## src/include/pdl_pkg.sv

```systemverilog
package pdl_pkg;

	// ****************************************
	// Port map of the adapter (I/O addresses)
	// ****************************************
	localparam logic [9:0] PORT_DATA     = 10'h380;
	localparam logic [9:0] PORT_STATCMD  = 10'h381;
	localparam logic [9:0] PORT_GROUP    = 10'h382;
	localparam logic [9:0] PORT_TXADDR   = 10'h383;
	localparam logic [9:0] PORT_TXCOUNT  = 10'h384;
	localparam logic [9:0] PORT_RXADDR   = 10'h385;
	localparam logic [9:0] PORT_RXCOUNT  = 10'h386;
	localparam logic [9:0] PORT_STATION  = 10'h388;
	localparam logic [9:0] PORT_INTSTAT  = 10'h389;

	// ****************************************
	// Command register fields
	// ****************************************
	localparam int CMD_TXFRAME  = 7;
	localparam int CMD_TXFLAGS  = 6;
	localparam int CMD_RXHI     = 5;
	localparam int CMD_RXLO     = 4;
	localparam int CMD_CPUMODE  = 3;
	localparam int CMD_SWRESET  = 1;
	localparam logic [7:0] CMD_TERMINATE = 8'h08;
	localparam logic [7:0] CMD_RESET     = 8'h02;

	// ****************************************
	// Status register fields
	// ****************************************
	localparam int ST_EOF     = 7;
	localparam int ST_RNS     = 6;
	localparam int ST_TNS     = 5;
	localparam int ST_FCS     = 4;
	localparam int ST_ABORT   = 3;
	localparam int ST_DMATERM = 1;
	localparam int ST_SERVICE_REQUEST_FLAG   = 0;

	// ****************************************
	// Interrupt status, address and DMA counter values
	// ****************************************
	localparam int IS_LINK    = 0;
	localparam int IS_TIMER   = 1;
	localparam int IS_JUMPER  = 2;
	localparam logic [7:0] STATION_PRIMARY = 8'h01;
	localparam logic [7:0] STATION_LOW     = 8'h03;
	localparam logic [7:0] GROUP_LOW       = 8'h0F;
	localparam logic [7:0] DMA_COUNT_INIT  = 8'hFF;

	// ****************************************
	// Bus timing and receive buffer size
	// ****************************************
	localparam int STROBE_NS     = 200;
	localparam int CLK_NS        = 20;
	localparam int STROBE_CYC    = (STROBE_NS + CLK_NS - 1) / CLK_NS;
	localparam int FIFO_W        = 8;
	localparam int FIFO_D        = 8;

	// User commands
	typedef enum logic [2:0] {
		PDL_OP_INIT   = 3'b000,
		PDL_OP_TXCPU  = 3'b001,
		PDL_OP_RXCPU  = 3'b010,
		PDL_OP_TXDMA  = 3'b011,
		PDL_OP_RXDMA  = 3'b100
	} pdl_op_e;

	typedef struct packed {
		pdl_op_e    op;
		logic       flags;
		logic [1:0] rx_mode;
		logic [4:0] terminal;
		logic [3:0] group;
		logic [7:0] dma_addr;
	} pdl_req_s;

	typedef struct packed {
		logic [7:0] status;
		logic [7:0] int_status;
		logic       error;
	} pdl_res_s;

	// One I/O bus cycle
	typedef struct packed {
		logic       rd;
		logic       wr;
		logic [9:0] addr;
		logic [7:0] data;
	} pdl_io_s;

endpackage : pdl_pkg

```

## src/verilog/pdl_host.sv

```systemverilog
// What this block does
// RL1 - Device clears status bits except service request when status is read.
// RL2 - Service request clears only after the data byte moves on the bus.
// RL3 - Interrupt status bit 0 shows a link controller interrupt.
// RL4 - Interrupt status bit 1 shows the 4 ms timer interrupt.
// RL5 - Interrupt status bit 2 shows the channel jumper selection.
// RL6 - Station address resets to 01, primary; host skips it as primary (code writes 01 to the station port anyway).
// RL7 - As secondary, host writes terminal number 1-31 into upper five bits.
// RL8 - As secondary the device swaps its transmit and receive pairs.
// RL9 - CPU transmit: host writes command with bit 3 and frame/flag bits.
// RL10 - Host supplies each byte promptly after each interrupt, else error.
// RL11 - Host ends CPU frame with terminate pattern 0xxx1000 promptly.
// RL12 - Host writes group address before unique, group or global receive.
// RL13 - Combined receive and transmit commands perform transmit first.
// RL14 - Receive interrupts per byte; host reads each byte promptly.
// RL15 - Host reads status after each byte: EOF done, other bit error.
// RL16 - Host discards the final byte that set end of frame.
// RL17 - Host sets the DMA byte counter to FF before a DMA transfer.
// RL18 - DMA address registers take only the low eight address bits.
// RL19 - Command 11xx0000 fills with flags; 10xx0000 idles after frame.
// RL20 - DMA transmit ends with interrupt; DMA-terminated marks success.
// RL21 - DMA group address written with four upper bits, low bits set.
// RL22 - DMA receive ends with EOF status, plus DMA-terminated if exhausted.
// RL23 - Receive mode field: 0 off, 1 all, 2 group/global/unique, 3 unique.
// RL24 - Global station address recognised is F9.
// RL25 - DMA-terminated sets on counter exhaustion or terminal count.
// RL26 - Bit time follows line rate; deadlines run from each interrupt.
// RL27 - Interrupt status register is read-only, bits 3 to 7 zero.
module pdl_host
	import pdl_pkg::*;
(
	input  wire logic         clk_i,          // 50 MHz clock
	input  wire logic         nrst_i,         // Async reset, active low
	input  wire logic         ce_i,           // Clock enable
	input  wire logic         req_valid_i,    // User request valid
	input  pdl_req_s          req_i,          // User request
	output logic              req_ready_o,    // Idle, request accepted
	input  wire logic [7:0]   tx_data_i,      // Transmit byte
	input  wire logic         tx_valid_i,     // Transmit byte valid
	input  wire logic         tx_last_i,      // Transmit byte is last
	output logic              tx_ready_o,     // Transmit byte taken
	output logic [7:0]        rx_data_o,      // Received byte
	output logic              rx_valid_o,     // Received byte valid
	input  wire logic         rx_ready_i,     // Received byte taken
	output logic              done_o,         // Operation done pulse
	output pdl_res_s          res_o,          // Result of operation
	output logic [9:0]        io_addr_o,      // Adapter I/O address
	output logic [7:0]        io_wdata_o,     // Data bus out
	output logic              io_data_oe_o,   // Data bus drive enable
	input  wire logic [7:0]   io_rdata_i,     // Data bus in
	output logic              io_rd_n_o,      // I/O read strobe, low
	output logic              io_wr_n_o,      // I/O write strobe, low
	input  wire logic         irq_i           // Adapter interrupt pin
);
	// ****************************************
	// Sequencer states
	// ****************************************
	typedef enum logic [3:0] {
		S_IDLE   = 4'b0000,
		S_SETUP  = 4'b0001,
		S_CMD    = 4'b0010,
		S_WAIT   = 4'b0011,
		S_STAT   = 4'b0100,
		S_DATA   = 4'b0101,
		S_TERM   = 4'b0110,
		S_ISTAT  = 4'b0111,
		S_DONE   = 4'b1000
	} pdl_state_e;

	pdl_state_e  st_q, st_d;
	pdl_req_s    rq_q, rq_d;
	pdl_io_s     io_q, io_d;
	logic [2:0]  step_q, step_d;
	logic [3:0]  tmr_q, tmr_d;
	logic        last_q, last_d;
	logic        done_q, done_d;
	pdl_res_s    res_q, res_d;
	logic [7:0]  hold_q, hold_d;
	logic        have_q, have_d;
	logic        rd_n_q, wr_n_q;
	logic [7:0]  cmd;
	logic        irq_s;
	logic        f_in_rdy, f_out_vld;
	logic [7:0]  f_out;
	logic        f_pop, f_push, f_clr;
	logic        busy;
	logic        is_tx, is_rx, is_dma;

	// Interrupt pin synchroniser
	pdl_sync #(.W(1)) u_sync (
		.clk_i   (clk_i),
		.nrst_i  (nrst_i),
		.en_i    (ce_i),
		.async_i (irq_i),
		.sync_o  (irq_s)
	);

	// Receive byte buffer toward the user
	pdl_fifo #(.W(FIFO_W), .D(FIFO_D)) u_rxbuf (
		.clk_i       (clk_i),
		.nrst_i      (nrst_i),
		.en_i        (ce_i),
		.clr_i       (f_clr),
		.in_data_i   (hold_q),
		.in_valid_i  (f_push),
		.in_ready_o  (f_in_rdy),
		.out_data_o  (f_out),
		.out_valid_o (f_out_vld),
		.out_ready_i (f_pop)
	);

	// ****************************************
	// Command byte assembly
	// ****************************************
	always_comb begin
		is_tx  = (rq_q.op == PDL_OP_TXCPU) || (rq_q.op == PDL_OP_TXDMA);
		is_rx  = (rq_q.op == PDL_OP_RXCPU) || (rq_q.op == PDL_OP_RXDMA);
		is_dma = (rq_q.op == PDL_OP_TXDMA) || (rq_q.op == PDL_OP_RXDMA);
		cmd = 8'h00;
		cmd[CMD_TXFRAME] = is_tx;                       // RL9
		cmd[CMD_TXFLAGS] = is_tx && rq_q.flags;          // RL19
		cmd[CMD_RXHI]    = is_rx && rq_q.rx_mode[1];     // RL23
		cmd[CMD_RXLO]    = is_rx && rq_q.rx_mode[0];     // RL23
		cmd[CMD_CPUMODE] = !is_dma;                      // RL9
		busy = io_q.rd || io_q.wr || (tmr_q != '0);
		f_clr = (st_q == S_IDLE) && req_valid_i;
	end

	// ****************************************
	// Main sequencer
	// ****************************************
	always_comb begin
		st_d = st_q;
		rq_d = rq_q;
		io_d = io_q;
		step_d = step_q;
		tmr_d = (tmr_q != '0) ? 4'(tmr_q - 1'b1) : tmr_q;
		last_d = last_q;
		done_d = 1'b0;
		res_d = res_q;
		hold_d = hold_q;
		have_d = have_q;
		f_push = 1'b0;
		f_pop = 1'b0;
		// Strobe ends when the hold time expires
		if ((io_q.rd || io_q.wr) && tmr_q == 4'h1) begin
			io_d.rd = 1'b0;
			io_d.wr = 1'b0;
		end
		// Pass buffered receive data out
		if (f_out_vld && (!rx_valid_o || rx_ready_i)) begin
			f_pop = 1'b1;
		end
		if (have_q && f_in_rdy) begin
			f_push = 1'b1;
			have_d = 1'b0;
		end
		case (st_q)
			S_IDLE: begin
				if (req_valid_i) begin
					rq_d = req_i;
					step_d = '0;
					res_d = '0;
					st_d = S_SETUP;
				end
			end
			S_SETUP: begin
				if (!busy) begin
					tmr_d = 4'(STROBE_CYC);
					io_d.wr = 1'b1;
					step_d = 3'(step_q + 1'b1);
					case (step_q)
						3'd0: begin
							io_d.addr = PORT_STATCMD;
							io_d.data = CMD_RESET;   // RL6
						end
						3'd1: begin
							io_d.addr = PORT_STATION;
							io_d.data = (rq_q.terminal == 5'h00) ? STATION_PRIMARY
								: {rq_q.terminal, STATION_LOW[2:0]}; // RL7
						end
						3'd2: begin
							io_d.addr = PORT_GROUP;
							io_d.data = {rq_q.group, GROUP_LOW[3:0]}; // RL12 RL21
						end
						3'd3: begin
							io_d.addr = (rq_q.op == PDL_OP_RXDMA) ? PORT_RXCOUNT
								: PORT_TXCOUNT;
							io_d.data = DMA_COUNT_INIT;   // RL17
						end
						default: begin
							io_d.addr = (rq_q.op == PDL_OP_RXDMA) ? PORT_RXADDR
								: PORT_TXADDR;
							io_d.data = rq_q.dma_addr;    // RL18
							st_d = S_CMD;
						end
					endcase
					if (step_q == 3'd2 && rq_q.op == PDL_OP_INIT) begin
						st_d = S_DONE;
					end
					if (step_q == 3'd2 && !is_dma && rq_q.op != PDL_OP_INIT) begin
						st_d = S_CMD;
					end
				end
			end
			S_CMD: begin
				if (!busy) begin
					tmr_d = 4'(STROBE_CYC);
					io_d = '{rd: 1'b0, wr: 1'b1, addr: PORT_STATCMD, data: cmd};
					last_d = 1'b0;
					st_d = S_WAIT;
				end
			end
			S_WAIT: begin
				// Each interrupt opens a six bit-time window; react at once
				if (!busy && irq_s) begin                // RL10 RL14
					if (rq_q.op == PDL_OP_TXCPU && !last_q) begin
						st_d = S_DATA;
					end else if (rq_q.op == PDL_OP_TXCPU) begin
						st_d = S_TERM;                      // RL11
					end else if (rq_q.op == PDL_OP_RXCPU) begin
						st_d = S_DATA;
					end else begin
						st_d = S_STAT;                      // RL20 RL22
					end
				end
			end
			S_DATA: begin
				if (!busy) begin
					tmr_d = 4'(STROBE_CYC);
					io_d.addr = PORT_DATA;
					if (rq_q.op == PDL_OP_TXCPU) begin
						if (tx_valid_i) begin
							io_d.wr = 1'b1;
							io_d.data = tx_data_i;
							last_d = tx_last_i;
							st_d = S_STAT;
						end
					end else if (f_in_rdy && !have_q) begin
						io_d.rd = 1'b1;                     // RL14
						st_d = S_STAT;
					end
				end
			end
			S_TERM: begin
				if (!busy) begin
					tmr_d = 4'(STROBE_CYC);
					io_d = '{rd: 1'b0, wr: 1'b1, addr: PORT_STATCMD,
						data: CMD_TERMINATE};                 // RL11
					st_d = S_STAT;
					last_d = 1'b0;
					rq_d.op = PDL_OP_INIT;
				end
			end
			S_STAT: begin
				if (!busy) begin
					tmr_d = 4'(STROBE_CYC);
					io_d.rd = 1'b1;
					io_d.addr = PORT_STATCMD;
					st_d = S_ISTAT;
				end
			end
			S_ISTAT: begin
				// Capture bytes and status at strobe end
				if (io_q.rd && tmr_q == 4'h1) begin
					if (io_q.addr == PORT_DATA) begin
						hold_d = io_rdata_i;
						st_d = S_STAT;
					end else if (io_q.addr == PORT_STATCMD) begin
						res_d.status = io_rdata_i;
					end else begin
						res_d.int_status = io_rdata_i;      // RL3 RL4 RL5 RL27
						st_d = S_DONE;
						// Decide from status whether the frame goes on
						if ((res_q.status & ~(8'h01 << ST_SERVICE_REQUEST_FLAG)) != 8'h00) begin
							res_d.error = res_q.status[ST_RNS] || res_q.status[ST_TNS]
								|| res_q.status[ST_FCS] || res_q.status[ST_ABORT]; // RL15
						end else if (rq_q.op == PDL_OP_TXCPU || rq_q.op == PDL_OP_RXCPU)
						begin
							st_d = S_WAIT;
						end
						// Byte read with EOF status is dropped
						if (rq_q.op == PDL_OP_RXCPU && !res_q.status[ST_EOF]
							&& (res_q.status & ~(8'h01 << ST_SERVICE_REQUEST_FLAG)) == 8'h00) begin
							have_d = 1'b1;                  // RL16
						end
					end
				end else if (!busy && io_q.addr == PORT_STATCMD) begin
					// Interrupt status next, after a one-cycle gap
					tmr_d = 4'(STROBE_CYC);
					io_d = '{rd: 1'b1, wr: 1'b0, addr: PORT_INTSTAT, data: 8'h00};
				end
			end
			S_DONE: begin
				if (!busy) begin
					done_d = 1'b1;
					st_d = S_IDLE;
				end
			end
			default: begin
				st_d = S_IDLE;
			end
		endcase
		// Data read enters the state that collects status
		if (st_q == S_DATA && st_d == S_STAT && rq_q.op == PDL_OP_RXCPU) begin
			st_d = S_ISTAT;
		end
	end

	// ****************************************
	// State registers
	// ****************************************
	always_ff @(posedge clk_i or negedge nrst_i) begin
		if (!nrst_i) begin
			st_q <= S_IDLE;
			rq_q <= '0;
			io_q <= '0;
			step_q <= '0;
			tmr_q <= '0;
			last_q <= 1'b0;
			done_q <= 1'b0;
			res_q <= '0;
			hold_q <= '0;
			have_q <= 1'b0;
			rd_n_q <= 1'b1;
			wr_n_q <= 1'b1;
			req_ready_o <= 1'b0;
			tx_ready_o <= 1'b0;
			rx_data_o <= '0;
			rx_valid_o <= 1'b0;
		end else if (ce_i) begin
			st_q <= st_d;
			rq_q <= rq_d;
			io_q <= io_d;
			step_q <= step_d;
			tmr_q <= tmr_d;
			last_q <= last_d;
			done_q <= done_d;
			res_q <= res_d;
			hold_q <= hold_d;
			have_q <= have_d;
			rd_n_q <= !io_d.rd;
			wr_n_q <= !io_d.wr;
			req_ready_o <= (st_d == S_IDLE);
			tx_ready_o <= (st_q == S_DATA) && (st_d == S_STAT) && !io_q.wr
				&& rq_q.op == PDL_OP_TXCPU && !busy;
			rx_data_o <= f_pop ? f_out : rx_data_o;
			rx_valid_o <= f_pop || (rx_valid_o && !rx_ready_i);
		end
	end

	// Bus pins straight from the cycle register and the strobe registers
	assign io_addr_o    = io_q.addr;
	assign io_wdata_o   = io_q.data;
	assign io_data_oe_o = io_q.wr;
	assign io_rd_n_o    = rd_n_q;
	assign io_wr_n_o    = wr_n_q;
	assign done_o       = done_q;
	assign res_o        = res_q;
endmodule : pdl_host

```

## src/verilog/pdl_fifo.sv

```systemverilog
module pdl_fifo
	import pdl_pkg::*;
#(
	parameter int W = FIFO_W,
	parameter int D = FIFO_D
) (
	input  wire logic         clk_i,      // Clock
	input  wire logic         nrst_i,     // Async reset
	input  wire logic         en_i,       // Clock enable
	input  wire logic         clr_i,      // Flush
	input  wire logic [W-1:0] in_data_i,  // Write data
	input  wire logic         in_valid_i, // Write valid
	output logic              in_ready_o, // Not full
	output logic [W-1:0]      out_data_o, // Read data
	output logic              out_valid_o,// Not empty
	input  wire logic         out_ready_i // Read accept
);
	localparam int AW = $clog2(D);

	logic [W-1:0] mem_q [D];
	logic [W-1:0] mem_d [D];
	logic [AW-1:0] wp_q, wp_d, rp_q, rp_d;
	logic [AW:0]   cnt_q, cnt_d;
	logic          push, pop;

	// ****************************************
	// Pointer and storage update
	// ****************************************
	always_comb begin
		push = in_valid_i && (cnt_q != (AW+1)'(D));
		pop  = out_ready_i && (cnt_q != '0);
		wp_d = wp_q;
		rp_d = rp_q;
		cnt_d = cnt_q;
		for (int i = 0; i < D; i++) begin
			mem_d[i] = mem_q[i];
		end
		if (clr_i) begin
			wp_d = '0;
			rp_d = '0;
			cnt_d = '0;
		end else begin
			if (push) begin
				mem_d[wp_q] = in_data_i;
				wp_d = AW'(wp_q + 1'b1);
			end
			if (pop) begin
				rp_d = AW'(rp_q + 1'b1);
			end
			cnt_d = (AW+1)'(cnt_q + push - pop);
		end
	end

	// Registers
	always_ff @(posedge clk_i or negedge nrst_i) begin
		if (!nrst_i) begin
			wp_q <= '0;
			rp_q <= '0;
			cnt_q <= '0;
		end else if (en_i) begin
			wp_q <= wp_d;
			rp_q <= rp_d;
			cnt_q <= cnt_d;
		end
	end

	// Storage per entry
	for (genvar g = 0; g < D; g++) begin : g_mem
		always_ff @(posedge clk_i or negedge nrst_i) begin
			if (!nrst_i) begin
				mem_q[g] <= '0;
			end else if (en_i) begin
				mem_q[g] <= mem_d[g];
			end
		end
	end

	assign in_ready_o  = (cnt_q != (AW+1)'(D));
	assign out_valid_o = (cnt_q != '0);
	assign out_data_o  = mem_q[rp_q];
endmodule : pdl_fifo

```

## src/verilog/pdl_sync.sv

```systemverilog
module pdl_sync
	import pdl_pkg::*;
#(
	parameter int W = 4
) (
	input  wire logic         clk_i,   // Clock
	input  wire logic         nrst_i,  // Async reset
	input  wire logic         en_i,    // Clock enable
	input  wire logic [W-1:0] async_i, // Pin levels
	output logic [W-1:0]      sync_o   // Synchronised levels
);
	logic [W-1:0] s1_q, s2_q;

	// Two-stage synchroniser
	always_ff @(posedge clk_i or negedge nrst_i) begin
		if (!nrst_i) begin
			s1_q <= '0;
			s2_q <= '0;
		end else if (en_i) begin
			s1_q <= async_i;
			s2_q <= s1_q;
		end
	end

	assign sync_o = s2_q;
endmodule : pdl_sync

```

## config.mk

```make
export PLATFORM = sky130hd
export DESIGN_NAME = pdl_host
export DESIGN_NICKNAME = d
export VERILOG_FILES = /design/src/include/pdl_pkg.sv /design/src/verilog/pdl_host.sv /design/src/verilog/pdl_fifo.sv /design/src/verilog/pdl_sync.sv
export SDC_FILE = /design/constraint.sdc
export NUM_CORES = 1
export LEC_CHECK = 0
export BUFFER_PORTS_ARGS = -buffer_cell sky130_fd_sc_hd__buf_4
export CAP_MARGIN = 40
export CORE_ASPECT_RATIO = 1.75
export CORE_MARGIN = 2
export CORE_UTILIZATION = 35
export DETAILED_ROUTE_END_ITERATION = 7
export GPL_TIMING_DRIVEN = 0
export SLEW_MARGIN = 30
export SYNTH_ARGS = -nofsm -noshare
export SYNTH_HDL_FRONTEND = slang
export SYNTH_HIERARCHICAL = 1
export SYNTH_SLANG_ARGS = --single-unit
```

## constraint.sdc

```tcl
create_clock -name clk_i -period 3.4 [get_ports clk_i]
set_input_delay 0.34 -clock clk_i [delete_from_list [all_inputs] [get_ports clk_i]]
set_output_delay 0.34 -clock clk_i [all_outputs]
set_load 0.02 [all_outputs]
```

# Yosys cells after proc, flatten, opt, wreduce, memory -nomap -nowiden
# Index checks and enable logic that the tools add are counted.
# totals
regBits	171
latchBits	0
mem_bits_rw	0
romBits	0
in_bits	47
out_inout_bits	50
elab_cells	262
n_memories	0
# op_classes
addsub	6
multipliers	0
div_mod_pow	0
n_lt_le_gt_ge	3
n_eq_ne	37
n_shift	0
muxes	91
bitwise	3
reduce_logical	83
# op_table
cell	n
$mux 20	5
$mux 4	25
$bwmux 64	1
$pmux 10 s6	1
$mux 8	7
$mux 17	3
$pmux 12 s4	1
$pmux 8 s5	1
$pmux 4 s9	1
$pmux 17 s2	1
$ne 2x2->1 const B	16
$logic_and 1x1->1	27
$bmux 8 s3	1
$demux 8 s3	1
$eq 4x3->1 const B	6
$mux 3	8
$mux 23	1
$mux 1	21
$eq 10x10->1 const B	2
$mux 19	1
$reduce_and 6->1	3
$eq 3x2->1 const B	4
$pmux 3 s2	2
$reduce_and 4->1	3
40 further kinds	81

# Depth between registers and ports, before layout
# depth
ltp_word	17
ltp_mapped	14
depth_no_buf	13

# Cells and area by module
# The synthesis kept the hierarchy.
# modules_own_cells
module	instances	cells_each	area_each_um2	seq_area_each_um2
pdl_host	1	486	4784.6	2254.7
pdl_fifo	1	264	3688.5	1851.8
pdl_sync	1	4	72.6	50.0

# Least setup slack after synthesis
# No wires, ideal clock.
# synth_path
path_type	reg2reg
from	register u_rxbuf.cnt_q[2]
to	register u_rxbuf.cnt_q[2]
setup_ns	0.136
arrival_time_ns	2.702
required_ns	3.264
setup_slack_ns	0.562
path_stages_with_launch	14
path_buffers	1
period_less_slack_ns	2.838
path_cell_list	dfrtp_1 > inv_1 > ha_1 > or3b_2 > clkbuf_1 > a21boi_0 > and2_1 > ha_1 > inv_1 > ha_1 > fa_1 > xor2_1 > nand2_1 > o21ai_0
# synth_via
elab_cells_between_ends	11
cone_classes	add/sub: 2; eq/ne: 1; mux: 3; reduce/logical: 5
# synth_rtl
element	line	rtl
start: declaration	pdl_fifo.sv:23	logic [AW:0] cnt_q, cnt_d;
start signal: assignment	pdl_fifo.sv:63	cnt_q <= cnt_d;
$reduce_bool 4->1	pdl_fifo.sv:79	assign out_valid_o = (cnt_q != '0);
via f_out_vld	pdl_host.sv:83	logic f_in_rdy, f_out_vld;
$logic_and 1x1->1	pdl_host.sv:151	if (f_out_vld && (!rx_valid_o || rx_ready_i)) begin
$mux 1	pdl_host.sv:151	
via f_pop	pdl_host.sv:85	logic f_pop, f_push, f_clr;
$logic_and 1x1->1	pdl_fifo.sv:31	pop = out_ready_i && (cnt_q != '0);
$sub 4x1->4	pdl_fifo.sv:50	cnt_d = (AW+1)'(cnt_q + push - pop);
$mux 4	pdl_fifo.sv:38	if (clr_i) begin
# The timed path passes the listed nets, and every way through them passes these cells.
# A chain may end at the register's enable or synchronous reset.

# Worst setup path after layout
# layout_path
from	register st_q[0]
to	register u_rxbuf/mem_q[16] in the netlist's numbering
# layout_via
elab_chain_len	4
# layout_lines
element	line	rtl
start: declaration	pdl_host.sv:70	pdl_state_e st_q, st_d;
start signal: assignment	pdl_host.sv:332	st_q <= st_d;
$logic_not 4->1	pdl_host.sv:126	f_clr = (st_q == S_IDLE) && req_valid_i;
$logic_and 1x1->1	pdl_host.sv:126	
via f_clr	pdl_host.sv:85	
$not 1->1 (no source line)	-	
$reduce_and 3->1 (no source line)	-	
end signal: indexed assignment	pdl_fifo.sv:73	mem_q[g] <= mem_d[g];
end: declaration	pdl_fifo.sv:20	logic [W-1:0] mem_q [D];
# The timed path passes the listed nets, and every way through them passes these cells.

==> metrics.yaml <==
critical_path:
  end_kind: "register"
  rrSetupSlack_ns: 0.23
  r2r-end: "u_rxbuf/mem_q[16]"
  setup.worst_path.start_class: "register"
  regToRegStartpoint: "st_q[0]"
  cp_max_fo: 11
  arrival_ns: 3.49
  cp.required_ns: 3.72
  worstSetupPathType: "register to register"
  reg2reg_depth: 7
routing:
  via_per_inst: 5.21
  drtIter0Drc: 299
  wire_per_inst_um: 18.8
  ant_nets: 0
  wl_um: 22400
  first_pass_iters: 7
  drc: 0
  vias: 6204
power_and_ir_drop:
  p_sw_share_pct: 37.7
  ir_drop_mv: 0.389
  p_int_mw: 4.40
  clockPowerShare_pct: 25.8
  power.leakage_nw: 4.81
  seqPwrFrac_pct: 38.8
  combPwrFrac_pct: 35.4
  p_per_area_nw_per_um2: 689
  power.net_switching_mw: 2.67
  power.total_mw: 7.07
timing:
  relSlewSlack_pct: 42.0
  period_share_pct: 93.2
  max_clock_freq_mhz: 315
  drv_slew: 0
  setup_viol: 0
  worst-slew-pin-transition_ns: 0.858
  setup_slack_ns: 0.230
  rsz0062_at_grt: "no"
  fin_skew_ns: 0.0106
  final.setup.tns_ns: 0
  post-route-min-period_ns: 3.17
  hold_violations: 0
logic_synthesis:
  synth_warnings: 6
  synth_ff_type: "dfrtp_1"
  synth_top_area_cell: "dfrtp_1"
  ys_ff_latch: 166
  ys_types: 80
  synth_edf_count: 0
  syn_inst: 754
  seq_area_frac_synth_pct: 48.6
  syn_area_per_cell_um2: 11.3
  synth.most_common_cell: "dfrtp_1"
  synthTopCellsByCount: "dfrtp_1, mux2_2, nand2_1"
  synth.top_cell.area_share_pct: 48.0
  synth_top_family_by_area: "multiplexers"
  synth_area_leaders: "dfrtp_1, mux2_2, nand2_1, mux4_2, o21ai_0"
  synth.area.mux_share_pct: 19.4
  yosys.area_share.adder_pct: 2.43
  syn-cell-area_um2: 8550
  synth_xor_xnor_area_share_pct: 0.410
  yosys.area_share.simple_pct: 14.5
  synth_compound_area_share_pct: 9.88
  async_flop_share_pct: 100
placement:
  dp_cells: 1159
  gp_congestion: 0.929
  dp_hpwl_um: 16800
  pre_cts_slack_ns: 0.244
  io_buffers: 93
final_layout:
  layout-drive-gt1-share_pct: 35.2
  diodes: 0
  area_growth_pct: 20.1
  final_nets: 934
  layoutNonFillerInstCount: 1191
floorplan:
  start_util_pct: 35.6
  core_um2: 24000
  rows: 75
  die_x_um: 122
  die_h_um: 211
  io_pins: 97
  die-area_um2: 25700
global_routing:
  antenna_found_initial: 0
  grt_overflow_total: 0
  grt_pass1_wl_um: 35400
  grt_max_degree: 73
  grt_pass1_vias: 6535
  track_usage_pct: 18.2
clock_network:
  cts_tree: "built"
  clk_pin_slew_ns: 0.06
  post-cts-setup-buffers: 0
  root_buffer: "clkbuf_16"
  worst_skew_pair.late_latency_ns: 0.44
  cts-resized-gates: 0
  max-clock-path-buffers: 2
  cts_made_buffers: 17
  ctsHoldBuffers: 1
  numClockSinks: 166
  htreeDepth: 4
outcome:
  outcome: "finished, final reports clean"
hold_path:
  hold_path_class: "primary input to register"
  hold_depth: 2
  hp-start: "irq_i"
  min_to: "u_sync/s1_q"
flow_run:
  drv_cap: 0
==> layout by cell type, fill, tap and decap left out, drive strengths merged, types with 6 or more instances in the layout <==
| cell | count |
|---|---|
| o211ai | 8 |
| nor3 | 13 |
| o21ai | 49 |
| nand2b | 9 |
| nor3b | 11 |
| mux4 | 16 |
| a22oi | 7 |
| clkinv | 6 |
| nand2 | 98 |
| dfrtp | 164 |
| nand3 | 11 |
| nor2 | 22 |
| clkbuf | 49 |
| a21oi | 24 |
| buf | 124 |
| nand4 | 9 |
| ha | 15 |
| mux2 | 114 |
| and2 | 6 |
| nor2b | 8 |
| inv | 31 |
==> sequential cells by signal, summed over array words and instances (netlist names), 3 cells and up <==
signal	flops
u_rxbuf/cnt_q	4
rq_q	23
tmr_q	4
io_wdata_o	8
io_addr_o	5
u_rxbuf/wp_q	3
res_o	17
u_rxbuf/mem_q	64
step_q	3
st_q	4
hold_q	8
u_rxbuf/rp_q	3
rx_data_o	8
==> cell families (layout without fill, tap and decap cells) <==
logic type / after synthesis / count (layout)
simple gates: 221 / 221
flops: 166 / 166
mux: 131 / 131
compound gates: 130 / 130
buf+inv: 85 / 212
fa+ha+maj: 16 / 16
xor+xnor: 4 / 4
other cells: 1 / 3
==> worst max path at each step <==
stage | startpoint | end | slack [ns] | cells after the start
global route | st_q[1] | u_rxbuf/mem_q[50] | 0.05 | 7
floorplan | u_rxbuf/cnt_q[2] | u_rxbuf/cnt_q[2] | 0.56 | 13
finish | st_q[0] | u_rxbuf/mem_q[16] | 0.23 | 7
CTS | u_rxbuf/cnt_q[2] | u_rxbuf/cnt_q[2] | 0.23 | 13
detailed placement | u_rxbuf/cnt_q[2] | u_rxbuf/cnt_q[2] | 0.24 | 13
global placement | st_q[0] | u_rxbuf/mem_q[23] | 0.27 | 7
==> layer usage <==
metal / share of wire, % / up-vias / GRT usage (%) / wire (um)
met1: 39 / 3083 / 20.2 / 8680
met4: 3.1 / 0 / 7.02 / 687
met5: 0 / - / 0 / 0
li1: - / 2923 / - / -
met3: 3.7 / 42 / 3.43 / 819
met2: 55 / 156 / 33.8 / 12200
==> area by class of cell <==
cell class / count / area, um^2
fill: 2360 / 13800
multi-input combinational: 505 / 3990
clock inverter: 8 / 65.1
inverter: 30 / 113
tap: 308 / 385
buffer: 55 / 292
timing repair buffer: 96 / 771
sequential: 166 / 4160
clock buffer: 23 / 488
==> power groups by stage <==
stage                     registers, mW  clock network [mW]  logic, mW
final                              2.75                1.83       2.50
after floorplan                    2.75                   0       1.63
after detailed placement           2.78                   0       2.50
after global placement             2.77                   0       2.46
after CTS                          2.75                1.87       2.52
after global routing               2.80                1.95       2.76
==> stage by stage <==
step	hold WS (ns)	util (%)	instance area (um^2)
6_report	0.130	42.7	10300
4_1_cts	0.122	42.7	10300
3_5_place_dp	0.252	40.4	9700
2_1_floorplan	0.0444	-	8550
3_3_place_gp	0.466	40.1	9640
5_1_grt	0.122	42.7	10300
==> worst max-delay path: stages, from the launching register on <==
cell      delay [ns]
dfrtp_1         0.51
clkbuf_1        0.41
nor2_1          0.17
nand3_1         0.21
inv_1           0.27
and4bb_2        0.40
nor3b_2         0.67
mux2_2          0.42
No activity file was read; power rests on OpenSTA's default activity.
